<file path="src/s16t_pkg.sv">
// Constants, register map and helpers for the sixteen-bit timer
package s16t_pkg;
  // Register indices; byte address is four times the index
  localparam logic [7:0] IDX_GLOBAL_INT = 8'h0B;
  localparam logic [7:0] IDX_INT_FLAGS = 8'h0C;
  localparam logic [7:0] IDX_COUNT_LOW = 8'h0E;
  localparam logic [7:0] IDX_COUNT_HIGH = 8'h0F;
  localparam logic [7:0] IDX_TIMER_CONTROL = 8'h10;
  localparam logic [7:0] IDX_INT_ENABLES = 8'h8C;
  localparam int ADR_IDX_LSB = 2;
  localparam int ADR_IDX_MSB = 9;
  // timer_control fields
  localparam int CTL_TIMER_ON = 0;
  localparam int CTL_CLOCK_SOURCE = 1;
  localparam int CTL_SYNC_BAR = 2;
  localparam int CTL_OSC_ENABLE = 3;
  localparam int CTL_PRESCALE_LSB = 4;
  localparam int CTL_PRESCALE_MSB = 5;
  localparam logic [7:0] CTL_MASK = 8'h3F;
  localparam logic [7:0] CTL_RESET = 8'h00;
  // Interrupt bits
  localparam int FLAG_OVERFLOW = 0;
  localparam int ENABLE_OVERFLOW = 0;
  localparam int GIC_GLOBAL = 7;
  localparam int GIC_PERIPHERAL = 6;
  // Counting
  localparam logic [15:0] COUNT_MAX = 16'hFFFF;
  localparam logic [15:0] COUNT_ZERO = 16'h0000;
  localparam logic [15:0] COUNT_ONE = 16'h0001;
  localparam logic [3:0] MODE_SPECIAL_EVENT = 4'hB;
  localparam logic [1:0] INSTR_LAST = 2'h3;
  localparam logic [1:0] INSTR_STEP = 2'h1;
  localparam logic [2:0] PS_STEP = 3'h1;
  localparam logic [2:0] PS_ZERO = 3'h0;
  localparam int CLK_HZ = 100_000_000;
  localparam int OSC_MAX_HZ = 200_000;

  // Prescale mask: counter wraps when all masked bits are set
  function automatic logic [2:0] ps_mask(input logic [1:0] sel);
    case (sel)
      2'h0: ps_mask = 3'h0;
      2'h1: ps_mask = 3'h1;
      2'h2: ps_mask = 3'h3;
      default: ps_mask = 3'h7;
    endcase
  endfunction : ps_mask
endpackage : s16t_pkg

</file>
<file path="src/s16t_prescale.sv">
// Input prescaler for the sixteen-bit timer
`timescale 1ns/1ps
module s16t_prescale (
  input wire logic clk_i,
  input wire logic rst_i,
  input wire logic ev_i,
  input wire logic [1:0] sel_i,
  output logic tick_o
);
  logic [2:0] cnt_q;
  logic last;

  assign last = (cnt_q & s16t_pkg::ps_mask(sel_i)) == s16t_pkg::ps_mask(sel_i);

  // ==========================================================
  // Divide by 1, 2, 4 or 8
  always_ff @(posedge clk_i) begin
    if (rst_i) begin
      cnt_q <= s16t_pkg::PS_ZERO;
      tick_o <= 1'b0;
    end else begin
      tick_o <= ev_i & last;
      if (ev_i) begin
        cnt_q <= last ? s16t_pkg::PS_ZERO : cnt_q + s16t_pkg::PS_STEP;
      end
    end
  end
endmodule : s16t_prescale

</file>
<file path="src/s16t_timer.sv">
// Sixteen-bit timer/counter with oscillator pin control and Wishbone registers
// Contract
// - Oscillator enabled only while control bit 3 set
// - Oscillator enabled releases both shared pins
// - Oscillator up to 200 kHz, runs in sleep
// - Count runs 0000h to FFFFh then wraps
// - Wrap sets latched overflow flag, flag bit 0
// - Flag raises interrupt only when enable bit set
// - Compare mode 1011 match clears count, starts conversion
// - Special event reset never sets overflow flag
// - Special event reset blocked in unsynchronized mode
// - Count write beats coincident special event reset
// - Compare pair acts as timer period
// - Power-on reset clears control, count, overflow flag and interrupt enables
// - Instruction cycle or external rising edge counting
// - Counting only while timer on bit set
// - Prescale field divides by 1, 2, 4, 8
`timescale 1ns/1ps
module s16t_timer (
  input wire logic clk_i,
  input wire logic rst_i,
  input wire logic [31:0] adr_i,
  input wire logic [31:0] dat_i,
  output logic [31:0] dat_o,
  input wire logic we_i,
  input wire logic [3:0] sel_i,
  input wire logic cyc_i,
  input wire logic stb_i,
  output logic ack_o,
  input wire logic shared_port_pin_zero_i,
  input wire logic osc_clk_i,
  input wire logic [1:0] port_out_i,
  input wire logic [1:0] port_direction_bits_i,
  input wire logic sleep_i,
  input wire logic [3:0] compare_mode_field_i,
  input wire logic [15:0] compare_register_pair_i,
  input wire logic adc_enable_i,
  output logic [1:0] shared_port_pin_o,
  output logic [1:0] shared_port_pin_oe_o,
  output logic osc_enable_bit_o,
  output logic irq_o,
  output logic special_event_o,
  output logic adc_start_o
);
  // ==========================================================
  // Register bus
  logic req;
  logic [7:0] idx;
  logic wr;
  logic wr_low;
  logic wr_high;
  logic wr_flags;
  logic wr_ctl;
  logic wr_ie;
  logic wr_gic;
  logic [7:0] rd_byte;
  logic [7:0] ctl_q;
  logic [15:0] count_q;
  logic [15:0] count_d;
  logic overflow_flag_q;
  logic overflow_interrupt_enable_q;
  logic global_interrupt_enable_q;
  logic peripheral_interrupt_gate_q;

  function automatic logic hit(input logic [7:0] a, input logic [7:0] b);
    hit = a == b;
  endfunction : hit

  assign req = cyc_i & stb_i;
  assign idx = adr_i[s16t_pkg::ADR_IDX_MSB:s16t_pkg::ADR_IDX_LSB];
  assign wr = req & we_i & ack_o & sel_i[0];
  assign wr_low = wr & hit(idx, s16t_pkg::IDX_COUNT_LOW);
  assign wr_high = wr & hit(idx, s16t_pkg::IDX_COUNT_HIGH);
  assign wr_flags = wr & hit(idx, s16t_pkg::IDX_INT_FLAGS);
  assign wr_ctl = wr & hit(idx, s16t_pkg::IDX_TIMER_CONTROL);
  assign wr_ie = wr & hit(idx, s16t_pkg::IDX_INT_ENABLES);
  assign wr_gic = wr & hit(idx, s16t_pkg::IDX_GLOBAL_INT);

  always_comb begin
    rd_byte = 8'h00;
    case (idx)
      s16t_pkg::IDX_GLOBAL_INT: begin
        rd_byte[s16t_pkg::GIC_GLOBAL] = global_interrupt_enable_q;
        rd_byte[s16t_pkg::GIC_PERIPHERAL] = peripheral_interrupt_gate_q;
      end
      s16t_pkg::IDX_INT_FLAGS: rd_byte[s16t_pkg::FLAG_OVERFLOW] = overflow_flag_q;
      s16t_pkg::IDX_COUNT_LOW: rd_byte = count_q[7:0];
      s16t_pkg::IDX_COUNT_HIGH: rd_byte = count_q[15:8];
      s16t_pkg::IDX_TIMER_CONTROL: rd_byte = ctl_q & s16t_pkg::CTL_MASK;
      s16t_pkg::IDX_INT_ENABLES: rd_byte[s16t_pkg::ENABLE_OVERFLOW] = overflow_interrupt_enable_q;
      default: rd_byte = 8'h00;
    endcase
  end

  // Ack one cycle after the request; every address answers
  always_ff @(posedge clk_i) begin
    if (rst_i) begin
      ack_o <= 1'b0;
      dat_o <= 32'h0000_0000;
    end else begin
      ack_o <= req & ~ack_o;
      if (req & ~ack_o) begin
        dat_o <= {24'h00_0000, rd_byte};
      end
    end
  end

  // ==========================================================
  // Control and enable registers
  logic timer_on;
  logic clock_source_select;
  logic external_sync_bar;
  logic [1:0] prescale_select;
  logic unsync_mode;

  assign timer_on = ctl_q[s16t_pkg::CTL_TIMER_ON];
  assign clock_source_select = ctl_q[s16t_pkg::CTL_CLOCK_SOURCE];
  assign external_sync_bar = ctl_q[s16t_pkg::CTL_SYNC_BAR];
  assign prescale_select = ctl_q[s16t_pkg::CTL_PRESCALE_MSB:s16t_pkg::CTL_PRESCALE_LSB];
  assign unsync_mode = clock_source_select & external_sync_bar;

  always_ff @(posedge clk_i) begin
    if (rst_i) begin
      ctl_q <= s16t_pkg::CTL_RESET;
    end else if (wr_ctl) begin
      ctl_q <= dat_i[7:0] & s16t_pkg::CTL_MASK;
    end
  end

  always_ff @(posedge clk_i) begin
    if (rst_i) begin
      overflow_interrupt_enable_q <= 1'b0;
      global_interrupt_enable_q <= 1'b0;
      peripheral_interrupt_gate_q <= 1'b0;
    end else begin
      if (wr_ie) begin
        overflow_interrupt_enable_q <= dat_i[s16t_pkg::ENABLE_OVERFLOW];
      end
      if (wr_gic) begin
        global_interrupt_enable_q <= dat_i[s16t_pkg::GIC_GLOBAL];
        peripheral_interrupt_gate_q <= dat_i[s16t_pkg::GIC_PERIPHERAL];
      end
    end
  end

  // ==========================================================
  // Oscillator and shared pins
  always_ff @(posedge clk_i) begin
    if (rst_i) begin
      osc_enable_bit_o <= 1'b0;
      shared_port_pin_o <= 2'h0;
      shared_port_pin_oe_o <= 2'h0;
    end else begin
      // Sleep does not gate the oscillator
      osc_enable_bit_o <= ctl_q[s16t_pkg::CTL_OSC_ENABLE];
      shared_port_pin_o <= port_out_i;
      shared_port_pin_oe_o <= ctl_q[s16t_pkg::CTL_OSC_ENABLE] ? 2'h0 : ~port_direction_bits_i;
    end
  end

  // ==========================================================
  // Clock sources
  logic [1:0] sync1_q;
  logic [1:0] sync2_q;
  logic ext_prev_q;
  logic ext_level;
  logic ext_rise;
  logic [1:0] instr_cnt_q;
  logic instr_tick;
  logic run;
  logic src_ev;
  logic ps_tick;
  logic ps_tick_rs_q;
  logic inc;

  always_ff @(posedge clk_i) begin
    if (rst_i) begin
      sync1_q <= 2'h0;
      sync2_q <= 2'h0;
      ext_prev_q <= 1'b0;
      instr_cnt_q <= 2'h0;
      ps_tick_rs_q <= 1'b0;
    end else begin
      sync1_q <= {osc_clk_i, shared_port_pin_zero_i};
      sync2_q <= sync1_q;
      ext_prev_q <= ext_level;
      instr_cnt_q <= (instr_cnt_q == s16t_pkg::INSTR_LAST) ? 2'h0 : instr_cnt_q + s16t_pkg::INSTR_STEP;
      ps_tick_rs_q <= ps_tick;
    end
  end

  // Oscillator output replaces the pin as the external clock
  assign ext_level = ctl_q[s16t_pkg::CTL_OSC_ENABLE] ? sync2_q[1] : sync2_q[0];
  assign ext_rise = ext_level & ~ext_prev_q;
  assign instr_tick = instr_cnt_q == s16t_pkg::INSTR_LAST;
  // Only the unsynchronized counter keeps counting during sleep
  assign run = timer_on & (~sleep_i | unsync_mode);
  assign src_ev = run & (clock_source_select ? ext_rise : instr_tick);

  s16t_prescale u_prescale (
    .clk_i(clk_i),
    .rst_i(rst_i),
    .ev_i(src_ev),
    .sel_i(prescale_select),
    .tick_o(ps_tick)
  );

  // Synchronized counter takes the resampled tick
  assign inc = timer_on & ((clock_source_select & ~external_sync_bar) ? ps_tick_rs_q : ps_tick);

  // ==========================================================
  // Compare special event
  logic match_now;
  logic match_q;
  logic spec_ev;
  logic count_wr;
  logic spec_apply;
  logic overflow;

  assign match_now = (compare_mode_field_i == s16t_pkg::MODE_SPECIAL_EVENT)
                     & (count_q == compare_register_pair_i);
  assign spec_ev = match_now & ~match_q;
  assign count_wr = wr_low | wr_high;
  assign spec_apply = spec_ev & ~unsync_mode & ~count_wr;
  assign overflow = inc & (count_q == s16t_pkg::COUNT_MAX) & ~spec_apply & ~count_wr;

  always_ff @(posedge clk_i) begin
    if (rst_i) begin
      match_q <= 1'b0;
      special_event_o <= 1'b0;
      adc_start_o <= 1'b0;
    end else begin
      match_q <= match_now;
      special_event_o <= spec_ev;
      adc_start_o <= spec_ev & adc_enable_i;
    end
  end

  // ==========================================================
  // Count and overflow flag
  always_comb begin
    count_d = count_q;
    if (inc) begin
      count_d = count_q + s16t_pkg::COUNT_ONE;
    end
    if (spec_apply) begin
      count_d = s16t_pkg::COUNT_ZERO;
    end
    if (wr_low) begin
      count_d[7:0] = dat_i[7:0];
    end
    if (wr_high) begin
      count_d[15:8] = dat_i[7:0];
    end
  end

  always_ff @(posedge clk_i) begin
    if (rst_i) begin
      count_q <= s16t_pkg::COUNT_ZERO;
    end else begin
      count_q <= count_d;
    end
  end

  always_ff @(posedge clk_i) begin
    if (rst_i) begin
      overflow_flag_q <= 1'b0;
      irq_o <= 1'b0;
    end else begin
      // Hardware set wins over a software clear
      overflow_flag_q <= overflow | (wr_flags ? dat_i[s16t_pkg::FLAG_OVERFLOW] : overflow_flag_q);
      irq_o <= overflow_flag_q & overflow_interrupt_enable_q
               & global_interrupt_enable_q & peripheral_interrupt_gate_q;
    end
  end
endmodule : s16t_timer

</file>
<file path="config.mk">
export PLATFORM = sky130hd
export DESIGN_NAME = s16t_timer
export DESIGN_NICKNAME = d
export VERILOG_FILES = /design/src/s16t_pkg.sv /design/src/s16t_prescale.sv /design/src/s16t_timer.sv
export SDC_FILE = /design/constraint.sdc
export NUM_CORES = 1
export LEC_CHECK = 0
export ABC_AREA = 0
export BUFFER_PORTS_ARGS = -buffer_cell sky130_fd_sc_hd__buf_2
export CAP_MARGIN = 40
export CORE_ASPECT_RATIO = 0.5
export CORE_MARGIN = 3
export CORE_UTILIZATION = 43
export CTS_BUF_LIST = sky130_fd_sc_hd__clkbuf_4 sky130_fd_sc_hd__clkbuf_8 sky130_fd_sc_hd__clkbuf_16
export CTS_CLUSTER_DIAMETER = 40
export DETAILED_ROUTE_END_ITERATION = 10
export PLACE_DENSITY = 0.75
export SYNTH_ARGS = -nofsm -noshare
export SYNTH_HDL_FRONTEND = slang
export SYNTH_SLANG_ARGS = --single-unit
</file>
<file path="constraint.sdc">
create_clock -name clk_i -period 2 [get_ports clk_i]
set_clock_uncertainty 0.05 [all_clocks]
set_input_delay 0 -clock clk_i [delete_from_list [all_inputs] [get_ports clk_i]]
set_output_delay 0 -clock clk_i [all_outputs]
set_load 0.01 [all_outputs]
</file>
==> metrics.md <==
| Metric | Value |
|---|---|
| Tot GR Track Use | `between 20% and 30%` |
| Rel. slew slack | `62.44%` |
| Top Layer Used | `met4` |
| Top FF cell, synth | `dfxtp_1` |
| Comb pwr share | `10.4%` |
| Minimum clock period | `just under 2 ns` |
| Pint | `1711 uW` |
| Max clock buf depth | `2` |
| WL/cell | `15.22 um` |
| Final ANT Viol Nets | `0` |
| Flop2flop setup slack | `around 0.037 ns` |
| Worst R2R Start | `count_q[12]$_SDFFE_PP0P_` |
| Die X | `126.6 um` |
| Outcome | `completed` |
| Nets@finish | `587` |
| Number of synthesized flops with an enable pin | `0` |
| RePlAce Congestion | `0.9836` |
| Worst Hold Class | `input pin to register` |
| Clock latency on the worst-skew pair | `0.30 ns` |
| Cell Pwr Density | `568.6 nW/um^2` |
| 1st-iter DRT viols | `306` |
| Root buf cell | `clkbuf_16` |
| Num CTS Buffers | `5` |
| H-Tree Depth | `2` |
| DP HPWL | `6615 um` |
| Ratio of cells with drive above 1 in the final layout | `25.83%` |
| Max Cap Viol | `0` |
| GRT overflow | `0` |
| YS warnings | `0` |
| Largest net degree at the start of global routing | `42` |
| CORE AREA | `about 7000 sq um` |
| Net Switching | `566.6 uW` |
| CP arrival | `approximately 2.1 ns` |
| Avg Inst Size Synth | `between 8 and 9 sq um` |
| Seq pwr share | `50.2%` |
| Site row count | `21` |
| Dpl cells | `552` |
| Clk slew on worst S/H paths | `roughly 0.080 ns` |
| Met3 wire length | `924 um` |
| Synth Instances | `381` |
| CTS tree | `yes` |
| Seq cells post-synth | `56` |
| P&R area growth vs syn | `27.99%` |
| Final hold vios | `0` |
| Hold endpoint | `match_q$_SDFF_PP0_` |
| Actual slew at the worst max-slew pin | `0.5591 ns` |
| First-pass GRT wire length | `13920 um` |
| Wl on met1 | `between 3000 and 4000 um` |
| FMAX | `509.4 MHz` |
| Hold wc startpoint | `compare_register_pair_i[8]` |
| # diodes | `0` |
| RSZ-0062 raised after global routing | `true` |
| DR vias | `3127` |
| Final Setup Violations | `0` |
| Critical path data required time | `~2.1 ns` |
| Worst R2R Path Depth | `7` |
| Clk sinks | `56` |
| Post-CTS setup buffer count | `0` |
| Number of I/O pins | `142` |
| Synth unique cells | `52` |
| Crit Path Class | `register to register` |
| Leak pwr | `0.001640 uW` |
| Initial core utilization | `45.63%` |
| Non-filler cells, final | `576` |
| CP endpoint kind | `register` |
| Hold Path Stages | `4` |
| First-pass iteration count of the detailed router | `5` |
| Vias per inst | `5.429` |
| Worst setup SP type | `register` |
| R2r endpoint | `count_q[14]$_SDFFE_PP0P_` |
| Synth Cell Area | `3129 sq um` |
| Maximum VDD drop | `about 380 uV` |
| Period Utilization, post-route | `98.16%` |
| IO Port Bufs | `66` |
| Switching Fraction | `24.88%` |
| Clk pwr share | `39.4%` |
| # DRC | `0` |
| Ys async rst share | `0%` |
| Max Slew Vio Count | `0` |
| Full die area | `between 8000 and 9000 sq um` |
| Vias in the first global route | `~2800` |
| Initial antenna violation count | `0` |
| Total Routed Length | `8765 um` |
| Sequential element share of the synthesized area | `35.83%` |
| WL met2 | `approximately 3700 um` |
| Pre-CTS setup slack | `0.02518 ns` |
| CP max FO | `15` |
| Setup WS post-layout | `about 0.037 ns` |
| Die Y | `66.32 um` |
-- power groups by stage --
stage          clock network, uW  registers (uW)  logic, uW
6_report                     896            1140        237
5_1_grt                      956            1150        261
4_1_cts                      906            1140        233
3_5_place_dp                   0            1170        209
3_3_place_gp                   0            1170        205
2_1_floorplan                  0            1180        138
-- routing by layer --
layer  vias to the layer above  global-route usage, %
met2                       181                  31.64
met1                      1443                  29.90
met4                         0                  6.283
met3                        14                  4.032
met5                         -                      0
li1                       1489                      -
-- worst max-delay path by stage --
| stage | start | to | slack, ns |
|---|---|---|---|
| 6_report | count_q[12]$_SDFFE_PP0P_ | count_q[14]$_SDFFE_PP0P_ | 0.04 |
| 5_1_grt | count_q[9]$_SDFFE_PP0P_ | count_q[3]$_SDFFE_PP0P_ | -0.08 |
| 4_1_cts | count_q[4]$_SDFFE_PP0P_ | count_q[7]$_SDFFE_PP0P_ | 0.006 |
| 3_5_place_dp | count_q[4]$_SDFFE_PP0P_ | count_q[7]$_SDFFE_PP0P_ | 0.03 |
| 3_3_place_gp | count_q[4]$_SDFFE_PP0P_ | count_q[0]$_SDFFE_PP0P_ | 0.05 |
| 2_1_floorplan | count_q[4]$_SDFFE_PP0P_ | count_q[6]$_SDFFE_PP0P_ | 0.05 |
-- cell usage in the layout, fill, tap and decap left out, types with 4 or more instances in the layout --
master,count
nor2_1,40
clkbuf_16,5
nand2_1,43
mux2i_1,12
nor3_1,17
a211oi_1,9
inv_1,5
and3_1,4
nand3_1,22
xnor2_1,15
nor3b_1,4
buf_2,66
o21ai_0,7
nor2b_1,11
xor2_1,11
a21oi_1,17
dfxtp_1,55
nand4_1,5
conb_1,24
dlygate4sd3_1,16
a22oi_1,7
buf_4,30
-- critical path, stage by stage (launching register included) --
cell and delay, ns:
dfxtp_1 0.33, xor2_1 0.16, nor4_1 0.27, nand2_1 0.12
or4_4 0.45, buf_8 0.17, a22oi_1 0.19, a311oi_1 0.08
-- cell families (layout without fill, tap and decap cells) --
group | after synthesis | count (layout) | share of synthesized area, %
AO/OA/AOI/OAI | 58 | 58 | 13.08
buffers and inverters | 48 | 128 | 9.116
multiplexers | 13 | 13 | 4.278
AND/OR/NAND/NOR | 176 | 176 | 29.11
adder cells (fa/ha/maj) | 3 | 3 | 1.200
flip-flops | 56 | 56 | 35.83
XOR/XNOR | 26 | 26 | 7.277
other | 1 | 24 | 0.1198
-- synthesized netlist by cell type, types with 4 or more instances --
cell	n	area (sq um)
a211oi_1	9	67.56
a21oi_1	17	85.08
a22oi_1	7	52.55
and3_1	4	25.02
buf_4	25	187.7
clkbuf_1	12	45.04
dfxtp_1	56	1121
inv_1	5	18.77
mux2i_1	12	120.1
nand2_1	44	165.2
nand3_1	23	115.1
nand4_1	5	31.28
nor2_1	40	150.1
nor2b_1	11	68.82
nor3_1	18	90.09
nor3b_1	4	30.03
o21ai_0	7	35.03
xnor2_1	15	131.4
xor2_1	11	96.34
-- area by class of cell --
type / instances / area, sq um
Clock buffer: 5 / 125.1
Multi-Input combinational cell: 300 / 1838
Tap cell: 92 / 115.1
Timing Repair Buffer: 115 / 762.0
Sequential cell: 56 / 1122
Inverter: 5 / 18.77
Clock inverter: 3 / 23.77
Fill cell: 630 / 2853
-- registers in the layout, summed over array words and instances (netlist names), 2 cells and up --
name and flops:
count_q 16, ctl_q 6, dat_o 8, instr_cnt_q 2, shared_port_pin_o 2, shared_port_pin_oe_o 2
sync1_q 2, sync2_q 2, u_prescale.cnt_q 3
-- stage by stage --
step | hold WS (ns) | util (%) | area (sq um) | TNS, ns | total power, uW
after global routing | 0.02864 | 58.40 | 4005 | -0.5062 | 2364
after global placement | 0.1122 | 53.37 | 3660 | 0 | 1374
final | 0.01332 | 58.40 | 4005 | 0 | 2277
after floorplan | 0.02679 | - | 3222 | 0 | 1314
after CTS | 0.006794 | 57.87 | 3969 | 0 | 2283
after detailed placement | 0.1142 | 53.37 | 3660 | 0 | 1379
-- repair_timing --
action	CTS	global route
endpoints found under the hold margin	29	0
resized for setup	0	9
endpoints found under the setup margin	0	18
hold buffers	16	0
No activity file was read; power rests on OpenSTA's default activity.
